$ cat src/hw/fsr_pkg.sv
// Package: offsets, field positions, defaults, commands and timing constants for the status register bank
`default_nettype none
package fsr_pkg;
   // ------------------------------------------------------------
   // Register selection codes on the command port
   // ------------------------------------------------------------
   localparam logic [1:0] SEL_ONE = 2'h0;
   localparam logic [1:0] SEL_TWO = 2'h1;
   localparam logic [1:0] SEL_THREE = 2'h2;
   // ------------------------------------------------------------
   // Field positions
   // ------------------------------------------------------------
   localparam int GUARD0_POS = 7;
   localparam int BP_HI = 6;
   localparam int BP_LO = 2;
   localparam int WEL_POS = 1;
   localparam int BUSY_POS = 0;
   localparam int PAUSE_POS = 7;
   localparam int INV_POS = 6;
   localparam int LOCK_HI = 5;
   localparam int LOCK_LO = 3;
   localparam int QE_POS = 1;
   localparam int GUARD1_POS = 0;
   localparam int PINSEL_POS = 7;
   // ------------------------------------------------------------
   // Factory defaults of the non-volatile bits
   // ------------------------------------------------------------
   localparam logic [7:0] NV_ONE_DEFAULT = 8'h00;
   localparam logic [7:0] NV_TWO_DEFAULT = 8'h00;
   localparam logic [7:0] NV_THREE_DEFAULT = 8'h00;
   // ------------------------------------------------------------
   // Command opcodes
   // ------------------------------------------------------------
   localparam logic [7:0] OP_WREN = 8'h06;
   localparam logic [7:0] OP_WRDI = 8'h04;
   localparam logic [7:0] OP_SUSPEND = 8'h75;
   localparam logic [7:0] OP_RESUME = 8'h7A;
   localparam logic [7:0] OP_RST_EN = 8'h66;
   localparam logic [7:0] OP_RST = 8'h99;
   // ------------------------------------------------------------
   // Serial transfer and write timing
   // ------------------------------------------------------------
   localparam int SHIFT_BITS = 8;
   localparam int CLK_MHZ = 100;
   localparam int WRSR_TIME_NS = 200;
   localparam int WRSR_CYCLES = (WRSR_TIME_NS * CLK_MHZ + 999) / 1000;
   localparam logic [7:0] WRSR_CNT = 8'(WRSR_CYCLES);
   typedef enum logic [1:0] {
      FSR_IDLE = 2'b00,
      FSR_SHIFT = 2'b01,
      FSR_COMMIT = 2'b11
   } fsr_state_e;
endpackage : fsr_pkg
`default_nettype wire

$ cat src/hw/fsr_shift_if.sv
// Interface: carries one serial register byte between the bank and its shifter
`default_nettype none
interface fsr_shift_if;
   logic load;
   logic [7:0] load_val;
   logic step;
   logic sin;
   logic sout;
   logic [7:0] word;
   modport bank (output load, output load_val, output step, output sin, input sout, input word);
   modport shifter (input load, input load_val, input step, input sin, output sout, output word);
endinterface : fsr_shift_if
`default_nettype wire

$ cat src/hw/fsr_shifter.sv
// Shifter: eight-bit MSB-first shift register for register reads and writes
`default_nettype none
module fsr_shifter (
   input wire logic clk,
   input wire logic reset_n,
   fsr_shift_if.shifter sh
);
   logic [7:0] sr_q;
   logic [7:0] sr_d;

   // MSB leaves first, new bit enters at the bottom
   assign sr_d = sh.load ? sh.load_val : (sh.step ? {sr_q[6:0], sh.sin} : sr_q);
   assign sh.sout = sr_q[7];
   assign sh.word = sr_q;

   always_ff @(posedge clk) begin
      if (!reset_n) begin
         sr_q <= 8'h00;
      end else begin
         sr_q <= sr_d;
      end
   end
endmodule : fsr_shifter
`default_nettype wire

$ cat src/hw/fsr_regs.sv
// Top: three status and configuration registers of a serial flash, with protection decoding
// Operation
// - Guard bit zero at status one bit seven
// - Five block protect bits at 6:2
// - Block protect writes blocked in hardware mode
// - Chip erase only for matching protect pattern
// - Array unprotected right after power-up
// - Write latch read-only; zero rejects writes
// - Busy flag set during program, erase, write
// - Suspend command sets paused flag only while busy
// - Resume, reset sequence, resets clear paused flag
// - Invert protection non-volatile, default zero
// - Three lock bits, settable to one
// - Lock bits return to zero only at power-up reset
// - Quad enable turns pins into data
// - Guard bit one at status two bit zero
// - Pin select: hold or reset function
// - Hold/reset function only without quad enable
// - Non-volatile defaults come from factory
// - Guard pair decodes four protection modes
// - Power-supply lock-down reverts at power cycle
`default_nettype none
module fsr_regs (
   input wire logic CLK,
   input wire logic RESET_N,
   input wire logic POWER_UP,
   input wire logic OP_VALID,
   input wire logic [7:0] OP_CODE,
   input wire logic XFER_START,
   input wire logic XFER_WRITE,
   input wire logic [1:0] XFER_SEL,
   input wire logic XFER_BIT,
   input wire logic SER_IN,
   input wire logic XFER_END,
   input wire logic WP_PIN,
   input wire logic ARRAY_BUSY,
   input wire logic CHIP_ERASE_REQ,
   input wire logic [2:0] LOCK_SET_REQ,
   output logic SER_OUT,
   output logic [7:0] STATUS_ONE,
   output logic [7:0] STATUS_TWO,
   output logic [7:0] STATUS_THREE,
   output logic WRITE_ALLOWED,
   output logic CHIP_ERASE_GO,
   output logic HOLD_FUNC_EN,
   output logic RESET_FUNC_EN,
   output logic QUAD_PINS_EN,
   output logic [2:0] SEC_READ_ONLY
);
   // ------------------------------------------------------------
   // State
   // ------------------------------------------------------------
   logic guard0_q;
   logic guard1_q;
   logic [4:0] bp_q;
   logic inv_q;
   logic [2:0] lock_q;
   logic qe_q;
   logic pinsel_q;
   logic wel_q;
   logic wel_d;
   logic pause_q;
   logic pause_d;
   logic rst_armed_q;
   logic wbusy_q;
   logic [7:0] wcnt_q;
   logic [7:0] wcnt_d;
   logic [3:0] bits_q;
   logic [1:0] sel_q;
   logic wr_q;
   logic pwr_locked_q;
   fsr_pkg::fsr_state_e st_q;
   fsr_pkg::fsr_state_e st_d;
   fsr_shift_if sh ();

   // ------------------------------------------------------------
   // Decodes
   // ------------------------------------------------------------
   function automatic logic [7:0] reg_view(input logic [1:0] sel, input logic [7:0] s1, input logic [7:0] s2,
                                           input logic [7:0] s3);
      logic [7:0] v;
      v = 8'h00;
      unique case (sel)
         fsr_pkg::SEL_ONE: v = s1;
         fsr_pkg::SEL_TWO: v = s2;
         fsr_pkg::SEL_THREE: v = s3;
         default: v = 8'h00;
      endcase
      return v;
   endfunction : reg_view

   wire busy = ARRAY_BUSY | wbusy_q;
   wire [7:0] s1_w = {guard0_q, bp_q, wel_q, busy};
   wire [7:0] s2_w = {pause_q, inv_q, lock_q, 1'b0, qe_q, guard1_q};
   wire [7:0] s3_w = {pinsel_q, 7'h00};
   wire op_rst_seq = OP_VALID & (OP_CODE == fsr_pkg::OP_RST) & rst_armed_q;
   wire sw_reset = op_rst_seq;
   // Guard pair decode: 00 software, 01 pin, 10 until power cycle, 11 forever
   wire hw_locked = (guard1_q == 1'b0) & guard0_q & ~WP_PIN;
   wire guard_open = (guard1_q == 1'b0) & (~guard0_q | WP_PIN);
   wire wr_ok = guard_open & wel_q & ~busy;
   wire [2:0] bp_lo = bp_q[2:0];
   wire erase_ok = inv_q ? (bp_lo == 3'h7) : (bp_lo == 3'h0);
   wire start = XFER_START & (st_q == fsr_pkg::FSR_IDLE);
   wire commit = st_q == fsr_pkg::FSR_COMMIT;
   wire do_write = commit & wr_q & (bits_q == 4'(fsr_pkg::SHIFT_BITS)) & wr_ok;
   wire [7:0] wv = sh.word;
   wire [2:0] lock_new = lock_q | wv[fsr_pkg::LOCK_HI:fsr_pkg::LOCK_LO];

   // ------------------------------------------------------------
   // Serial byte path
   // ------------------------------------------------------------
   assign sh.load = start;
   assign sh.load_val = reg_view(XFER_SEL, s1_w, s2_w, s3_w);
   assign sh.step = (st_q == fsr_pkg::FSR_SHIFT) & XFER_BIT & (bits_q < 4'(fsr_pkg::SHIFT_BITS));
   assign sh.sin = SER_IN;

   fsr_shifter u_shift (
      .clk(CLK),
      .reset_n(RESET_N),
      .sh(sh)
   );

   always_comb begin
      st_d = st_q;
      unique case (st_q)
         fsr_pkg::FSR_IDLE: if (start) st_d = fsr_pkg::FSR_SHIFT;
         fsr_pkg::FSR_SHIFT: if (XFER_END) st_d = fsr_pkg::FSR_COMMIT;
         fsr_pkg::FSR_COMMIT: st_d = fsr_pkg::FSR_IDLE;
         default: st_d = fsr_pkg::FSR_IDLE;
      endcase
   end

   always_ff @(posedge CLK) begin
      if (!RESET_N) begin
         st_q <= fsr_pkg::FSR_IDLE;
         bits_q <= 4'h0;
         sel_q <= 2'h0;
         wr_q <= 1'b0;
      end else begin
         st_q <= st_d;
         if (start) begin
            bits_q <= 4'h0;
            sel_q <= XFER_SEL;
            wr_q <= XFER_WRITE;
         end else if (sh.step) begin
            bits_q <= bits_q + 4'h1;
         end
      end
   end

   // ------------------------------------------------------------
   // Write latch, paused flag, reset sequence, write timer
   // ------------------------------------------------------------
   // Latch drops after any accepted write and on any reset
   always_comb begin
      wel_d = wel_q;
      if (OP_VALID & (OP_CODE == fsr_pkg::OP_WREN)) wel_d = 1'b1;
      if (OP_VALID & (OP_CODE == fsr_pkg::OP_WRDI)) wel_d = 1'b0;
      if (do_write | sw_reset) wel_d = 1'b0;
   end

   // Suspend wins if it lands together with a clear
   always_comb begin
      pause_d = pause_q;
      if ((OP_VALID & (OP_CODE == fsr_pkg::OP_RESUME)) | sw_reset) pause_d = 1'b0;
      if (OP_VALID & (OP_CODE == fsr_pkg::OP_SUSPEND) & busy) pause_d = 1'b1;
   end

   assign wcnt_d = do_write ? fsr_pkg::WRSR_CNT : (wcnt_q != 8'h00 ? wcnt_q - 8'h01 : 8'h00);

   always_ff @(posedge CLK) begin
      if (!RESET_N) begin
         wel_q <= 1'b0;
         pause_q <= 1'b0;
         rst_armed_q <= 1'b0;
         wcnt_q <= 8'h00;
         wbusy_q <= 1'b0;
      end else begin
         wel_q <= wel_d;
         pause_q <= pause_d;
         if (OP_VALID) rst_armed_q <= (OP_CODE == fsr_pkg::OP_RST_EN);
         wcnt_q <= wcnt_d;
         wbusy_q <= wcnt_d != 8'h00;
      end
   end

   // ------------------------------------------------------------
   // Non-volatile bits
   // ------------------------------------------------------------
   // Only power-up reset reloads factory image; a real part keeps them in cells,
   // so RESET_N alone leaves them; of the resets only POWER_UP and its lock-down release touch them here.
   always_ff @(posedge CLK) begin
      if (!RESET_N && POWER_UP) begin
         {guard0_q, bp_q} <= {fsr_pkg::NV_ONE_DEFAULT[7], fsr_pkg::NV_ONE_DEFAULT[6:2]};
         inv_q <= fsr_pkg::NV_TWO_DEFAULT[fsr_pkg::INV_POS];
         lock_q <= fsr_pkg::NV_TWO_DEFAULT[fsr_pkg::LOCK_HI:fsr_pkg::LOCK_LO];
         qe_q <= fsr_pkg::NV_TWO_DEFAULT[fsr_pkg::QE_POS];
         guard1_q <= fsr_pkg::NV_TWO_DEFAULT[fsr_pkg::GUARD1_POS];
         pinsel_q <= fsr_pkg::NV_THREE_DEFAULT[fsr_pkg::PINSEL_POS];
         pwr_locked_q <= 1'b0;
      end else if (POWER_UP) begin
         // Lock-down setting 10 falls back to 00 across a power cycle
         if (guard1_q & ~guard0_q) guard1_q <= 1'b0;
         pwr_locked_q <= 1'b0;
      end else if (do_write) begin
         unique case (sel_q)
            fsr_pkg::SEL_ONE: begin
               guard0_q <= wv[fsr_pkg::GUARD0_POS];
               if (!hw_locked) bp_q <= wv[fsr_pkg::BP_HI:fsr_pkg::BP_LO];
            end
            fsr_pkg::SEL_TWO: begin
               inv_q <= wv[fsr_pkg::INV_POS];
               lock_q <= lock_new;
               qe_q <= wv[fsr_pkg::QE_POS];
               guard1_q <= wv[fsr_pkg::GUARD1_POS];
               pwr_locked_q <= wv[fsr_pkg::GUARD1_POS];
            end
            fsr_pkg::SEL_THREE: pinsel_q <= wv[fsr_pkg::PINSEL_POS];
            default: pinsel_q <= pinsel_q;
         endcase
      end else if (|LOCK_SET_REQ) begin
         lock_q <= lock_q | LOCK_SET_REQ;
      end
   end

   // ------------------------------------------------------------
   // Registered outputs
   // ------------------------------------------------------------
   always_ff @(posedge CLK) begin
      if (!RESET_N) begin
         SER_OUT <= 1'b0;
         STATUS_ONE <= 8'h00;
         STATUS_TWO <= 8'h00;
         STATUS_THREE <= 8'h00;
         WRITE_ALLOWED <= 1'b0;
         CHIP_ERASE_GO <= 1'b0;
         HOLD_FUNC_EN <= 1'b0;
         RESET_FUNC_EN <= 1'b0;
         QUAD_PINS_EN <= 1'b0;
         SEC_READ_ONLY <= 3'h0;
      end else begin
         SER_OUT <= sh.sout;
         STATUS_ONE <= s1_w;
         STATUS_TWO <= s2_w;
         STATUS_THREE <= s3_w;
         WRITE_ALLOWED <= wel_q & ~busy;
         CHIP_ERASE_GO <= CHIP_ERASE_REQ & erase_ok & wel_q & ~busy;
         HOLD_FUNC_EN <= ~qe_q & ~pinsel_q;
         RESET_FUNC_EN <= ~qe_q & pinsel_q;
         QUAD_PINS_EN <= qe_q;
         SEC_READ_ONLY <= lock_q;
      end
   end
endmodule : fsr_regs
`default_nettype wire

$ cat config.mk
export PLATFORM = sky130hd
export DESIGN_NAME = fsr_regs
export DESIGN_NICKNAME = d
export VERILOG_FILES = /design/src/hw/fsr_pkg.sv /design/src/hw/fsr_shift_if.sv /design/src/hw/fsr_shifter.sv /design/src/hw/fsr_regs.sv
export SDC_FILE = /design/constraint.sdc
export NUM_CORES = 1
export LEC_CHECK = 0
export BUFFER_PORTS_ARGS = -buffer_cell sky130_fd_sc_hd__buf_4
export CELL_PAD_IN_SITES_DETAIL_PLACEMENT = 0
export CELL_PAD_IN_SITES_GLOBAL_PLACEMENT = 2
export CORE_MARGIN = 2
export CORE_UTILIZATION = 32
export DETAILED_ROUTE_END_ITERATION = 12
export PLACE_DENSITY_LB_ADDON = 0.15
export SETUP_SLACK_MARGIN = 0.5
export SLEW_MARGIN = 15
export SYNTH_ARGS = -nofsm -noshare
export SYNTH_HDL_FRONTEND = slang
export SYNTH_SLANG_ARGS = --single-unit
$ cat constraint.sdc
create_clock -name CLK -period 1.77 [get_ports CLK]
set_input_delay 0.2655 -clock CLK [delete_from_list [all_inputs] [get_ports CLK]]
set_output_delay 0.2655 -clock CLK [all_outputs]
set_load 0.1 [all_outputs]
Yosys cells after proc, flatten, opt, wreduce, memory -nomap -nowiden:

Cells that the tools add are included.

* output and inout bits: 33
* word-level logic and storage cells: 131
* input port bits: 25
* flip-flop bits (word level): 75

* reductions and logical operators: 23
* bitwise logic cells: 40
* muxes and demuxes: 18
* equality and inequality tests: 18
* magnitude comparators: 1
* add/subtract/negate cells: 2

Operators by type and width (number)
* $mux 8: 4
* $and 1x1->1: 25
* $eq 8x7->1 const B: 3
* $pmux 8 s3: 1
* $eq 8x3->1 const B: 2
* $reduce_bool 8->1: 2
* $reduce_and 3->1: 5
* $reduce_bool 2->1: 5
* $mux 3: 3
* $not 1->1: 9
* $eq 8x8->1 const B: 1
* $sub 8x1->8 const B: 1
* $mux 1: 7
* $eq 2x1->1 const B: 3
* $eq 2x2->1 const B: 3
* $logic_not 2->1: 3
* $ne 2x1->1 const B: 3
* $or 3x3->3: 2
* $reduce_or 3->1: 2
* $add 4x1->4 const B: 1
* $eq 4x4->1 const B: 1
* $lt 4x4->1 const B: 1
* $mux 2: 2
* $or 1x1->1: 4
* 9 further kinds: 9

Longest topological paths before layout:

* depth in word-level cells: 8
* gate-level depth with buffers: 8
* depth with buffers taken out: 6

Cells and area by module:

A second synthesis with hierarchy kept.

* cells, all modules: 294
* area total of the unflattened synthesis: 2785.2 um^2

Modules (own cells, without submodules)
* fsr_regs: area an instance 2337.2 um^2, cells each 258, seq. area each 1101.1 um^2, times used 1
* fsr_shifter: area an instance 447.9 um^2, cells each 36, seq. area each 160.2 um^2, times used 1

Worst setup path after synthesis:

No wires, ideal clock.

* path type: reg2out
* from: register STATUS_TWO[1]
* to: output port STATUS_TWO[1]
* slack: 148 ps
* data required time: 1505 ps
* arrival time: 1356 ps
* stages on the path, launching flop included: 2
* path buffers: 1
* cell sequence: dfxtp_1 > buf_4

RTL lines
* from (decl): line fsr_regs.sv:41 `output logic [7:0] STATUS_TWO,`
* from (signal assigned): line fsr_regs.sv:245 `STATUS_TWO <= s2_w;`

No word-level cell between the ends.

Worst setup path after layout:

* from: register bits_q[1]
* to: register wbusy_q

* cells in the longest elaborated chain, start to end: 5

RTL lines
* from (decl): line fsr_regs.sv:68 `logic [3:0] bits_q;`
* from (signal assigned): line fsr_regs.sv:147 `bits_q <= bits_q + 4'h1;`
* $eq 4x4->1: line fsr_regs.sv:106 `wire do_write = commit & wr_q & (bits_q == 4'(fsr_pkg::SHIFT_BITS)) & wr_ok;`
* $and 1x1->1 (2 in series): line fsr_regs.sv:106
* $mux 8: line fsr_regs.sv:170 `assign wcnt_d = do_write ? fsr_pkg::WRSR_CNT : (wcnt_q != 8'h00 ? wcnt_q - 8'h01 : 8'h00);`
* $reduce_bool 8->1: line fsr_regs.sv:184 `wbusy_q <= wcnt_d != 8'h00;`
* to (signal assigned): line fsr_regs.sv:178 `wbusy_q <= 1'b0;`
* to (signal assigned): line fsr_regs.sv:184
* to (decl): line fsr_regs.sv:65 `logic wbusy_q;`

No other way between the ends.
A chain may end at the register's enable or synchronous reset.

==> out/metrics.yaml <==
finish:
  syn2layout_area_growth_pct: 36.4
  final_nets: 383
  diodes: 0
  drive_gt1_share_pct: 37.0
  fillerInstances: 826
timing:
  tightest_slew_ns: 0.554
  maxSlewViolCount: 0
  period_share_pct: 85.4
  fin_crit_ns: 1.51
  fmax_mhz: 662
  relSlewSlack_pct: 63.0
  setup_viol: 0
  hold_viol_final: 0
  rsz0062_at_grt: "true"
  skew_ns: 0.00673
  finalSetupTns_ns: 0
power:
  clockPowerShare_pct: 40.6
  combPwrFrac_pct: 14.5
  power.leakage_nw: 1.53
  max-vdd-ir-drop_mv: 0.424
  finalPower_mw: 3.27
  internal_power_mw: 2.36
  p_sw_uw: 912
  power_density_nw_per_um2: 889
  p_seq_share_pct: 44.9
  p_sw_share_pct: 27.9
clock_network:
  cts.path.max_buffers: 2
  cts_sinks: 63
  clk_pin_slew_ns: 0.07
  clk_latency_ns: 0.34
  htree_levels: 3
  cts_made_buffers: 9
  cts_root_buf: "clkbuf_8"
  cts_tree: "yes"
  cts_hold_buf: 0
setup_path:
  worst_setup_path_start_kind: "flop"
  path_class: "flop to flop"
  crit_fanout: 17
  critPathMaxStageDelay_ns: 0.34
  critical_path_buf_inv_count: 2
  cp.required_ns: 1.99
  worstPathCellList: "inv_2 -> ha_2 -> and4b_1 -> and4_4 -> buf_12 -> nor4_4 -> a31oi_1"
  cp_num_cells: 7
  critPathArrivalTime_ns: 1.73
  slowest_stage: "dfxtp_2"
  cp_top_family: "simple AND/OR/NAND/NOR gates"
  r2r_cells: 7
  end_kind: "flop"
synthesis:
  syn_avg_cell_area_um2: 9.34
  synth_ff_type: "dfxtp_1"
  synth_compound_area_share_pct: 10.8
  yosysWarnings: 0
  netlist_instances: 289
  synthMuxAreaShare_pct: 5.05
  async_flop_share_pct: 0
  syn_area_um2: 2700
  ys_seq_area_share_pct: 46.7
  ys_types: 44
  synth_xor_area_share_pct: 2.27
  synth_edf_count: 0
  synth_top_family_by_area: "simple AND/OR/NAND/NOR gates"
  synth-seq-cells: 63
  synthAdderAreaFrac_pct: 1.85
  yosys.area_share.simple_pct: 25.8
placement:
  portBuffers: 49
  hpwl_um: 4470
  place_congestion: 0.731
floorplan:
  design.die.area_um2: 9180
  core_area_um2: 8180
  io_pins: 58
  die_height_um: 95.8
  die_x_um: 95.8
  rows: 33
  start_util_pct: 33.0
worst_hold_path:
  hold_path_depth: 3
  min_path_type: "input pin to flop"
detailed_routing:
  drc: 0
  avgViaCountPerCell: 4.85
  antenna_left: 0
  first_iter_violations: 85
  dr_total_vias: 2250
  drt_pass1_iterations: 4
  routed_wl_um: 6770
  wl_per_cell_um: 14.6
global_routing:
  grt_pass1_vias: 2136
  grt_overflow: 0
  grt_max_degree: 24
  antenna_found_initial: 0
  track_usage_pct: 15.2
  grt_pass1_wl_um: 10600
status:
  status: "finished clean"
job:
  maxCapViolations: 0
## cells in the mapped netlist (all sizes together), types with 2 or more instances
cell / count / area, um^2
dfxtp: 63 / 1260
nand2: 26 / 97.6
nor2: 22 / 90.1
a21oi: 21 / 105
buf: 20 / 153
and2: 19 / 119
o21ai: 13 / 65.1
nand4b: 9 / 78.8
mux2i: 8 / 80.1
nor4: 7 / 56.3
a32oi: 6 / 52.6
inv: 6 / 22.5
xor2: 6 / 52.6
clkbuf: 5 / 18.8
mux2: 5 / 56.3
nand2b: 5 / 31.3
nor3: 5 / 25.0
ha: 4 / 50.1
nand3b: 4 / 30.0
nor2b: 4 / 25.0
a31oi: 3 / 18.8
and4b: 3 / 30.0
nand3: 3 / 15.0
nand4: 3 / 18.8
or3: 3 / 18.8
a22o: 2 / 17.5
nor3b: 2 / 15.0
## layout by cell type (no fill, tap or decap), drive strengths merged
cell type | Yosys | layout
buf | 20 | 71
dfxtp | 63 | 63
nand2 | 26 | 26
nor2 | 22 | 22
a21oi | 21 | 21
and2 | 19 | 19
clkbuf | 5 | 14
o21ai | 13 | 13
nand4b | 9 | 9
mux2i | 8 | 8
conb | 1 | 8
nor4 | 7 | 7
xor2 | 6 | 6
inv | 6 | 6
a32oi | 6 | 6
mux2 | 5 | 5
nor3 | 5 | 5
nand2b | 5 | 5
nor2b | 4 | 4
nand3b | 4 | 4
ha | 4 | 4
and4b | 3 | 3
nand4 | 3 | 3
a31oi | 3 | 3
or3 | 3 | 3
clkinv | 1 | 3
nand3 | 3 | 3
a22o | 2 | 2
nor3b | 2 | 2
and4 | 1 | 1
or4 | 1 | 1
and4bb | 1 | 1
and3b | 1 | 1
or3b | 1 | 1
a311oi | 1 | 1
xnor2 | 1 | 1
a41oi | 1 | 1
o31ai | 1 | 1
o21a | 1 | 1
bufinv | 0 | 1
## sequential cells by signal, indices dropped and copies added, names as in the netlist, 2 cells and up
| register | flops |
|---|---|
| wcnt_q | 8 |
| st_q | 2 |
| sel_q | 2 |
| u_shift.sh.word | 8 |
| bits_q | 4 |
| bp_q | 5 |
| lock_q | 3 |
| STATUS_ONE | 8 |
| STATUS_TWO | 7 |
## area by class of cell
class / count / area, um^2 / area share (%)
Multi-Input combinational cell: 201 / 1430 / 38.7
Sequential cell: 63 / 1290 / 34.9
Timing Repair Buffer: 72 / 604 / 16.4
Clock buffer: 13 / 169 / 4.59
Tap cell: 105 / 131 / 3.57
Clock inverter: 3 / 40.0 / 1.09
Inverter: 7 / 26.3 / 0.714
## worst register-to-register path, stage by stage, from the launching register on
cell	delay [ns]
dfxtp_2	0.34
inv_2	0.03
ha_2	0.16
and4b_1	0.18
and4_4	0.18
buf_12	0.15
nor4_4	0.26
a31oi_1	0.10
## final timing paths
| check | end | slack (ns) | from |
|---|---|---|---|
| max reg2reg | wbusy_q | 0.26 | bits_q[1] |
| max | wbusy_q | 0.26 | bits_q[1] |
| min reg2reg | lock_q[0] | 0.46 | lock_q[0] |
| min | CHIP_ERASE_GO | 0.15 | CHIP_ERASE_REQ |
## metal layers
| metal | wire, um | vias to the layer above | share of wire, % | track usage, % |
|---|---|---|---|---|
| met5 | 0 | - | 0 | 0 |
| met4 | 116 | 0 | 1.7 | 7.02 |
| met3 | 204 | 11 | 3.0 | 2.90 |
| met2 | 3270 | 42 | 48 | 24.5 |
| met1 | 3170 | 1076 | 47 | 19.5 |
| li1 | - | 1121 | - | - |
## cell families after synthesis
family                     Yosys count
adders and majority gates            4
other                                1
xor gates and xnor gates             7
and+or+nand+nor                    120
muxes                               13
AOI/OAI and AO/OA                   49
buffers and inverters               32
DFF                                 63
## metrics by stage
| stage | utilization, % | cell area (um^2) | worst slack (ns) | hold WS (ns) | instances |
|---|---|---|---|---|---|
| global route | 45.0 | 3680 | 0.156 | 0.164 | 464 |
| CTS | 43.6 | 3570 | 0.269 | 0.146 | 457 |
| global placement | 38.6 | 3160 | 0.242 | 0.427 | 431 |
| detailed placement | 38.6 | 3160 | 0.216 | 0.433 | 431 |
| finish | 45.0 | 3680 | 0.259 | 0.153 | 464 |
| floorplan | - | 2780 | 0.320 | 0.382 | 296 |
## power by group through the flow
stage	registers [mW]	clock network, mW	logic (mW)
final	1.47	1.33	0.474
after global routing	1.47	1.42	0.499
after CTS	1.47	1.36	0.453
after detailed placement	1.51	0	0.408
after global placement	1.51	0	0.409
after floorplan	1.57	0	0.258
## timing repair
item,CTS,global route
cloned,0,0
buffers inserted,10,7
endpoints found under the setup margin,34,39
resized for setup,27,12
hold endpoints to repair,0,0
pin swaps,13,10
Power figures use the tool's default switching activity.
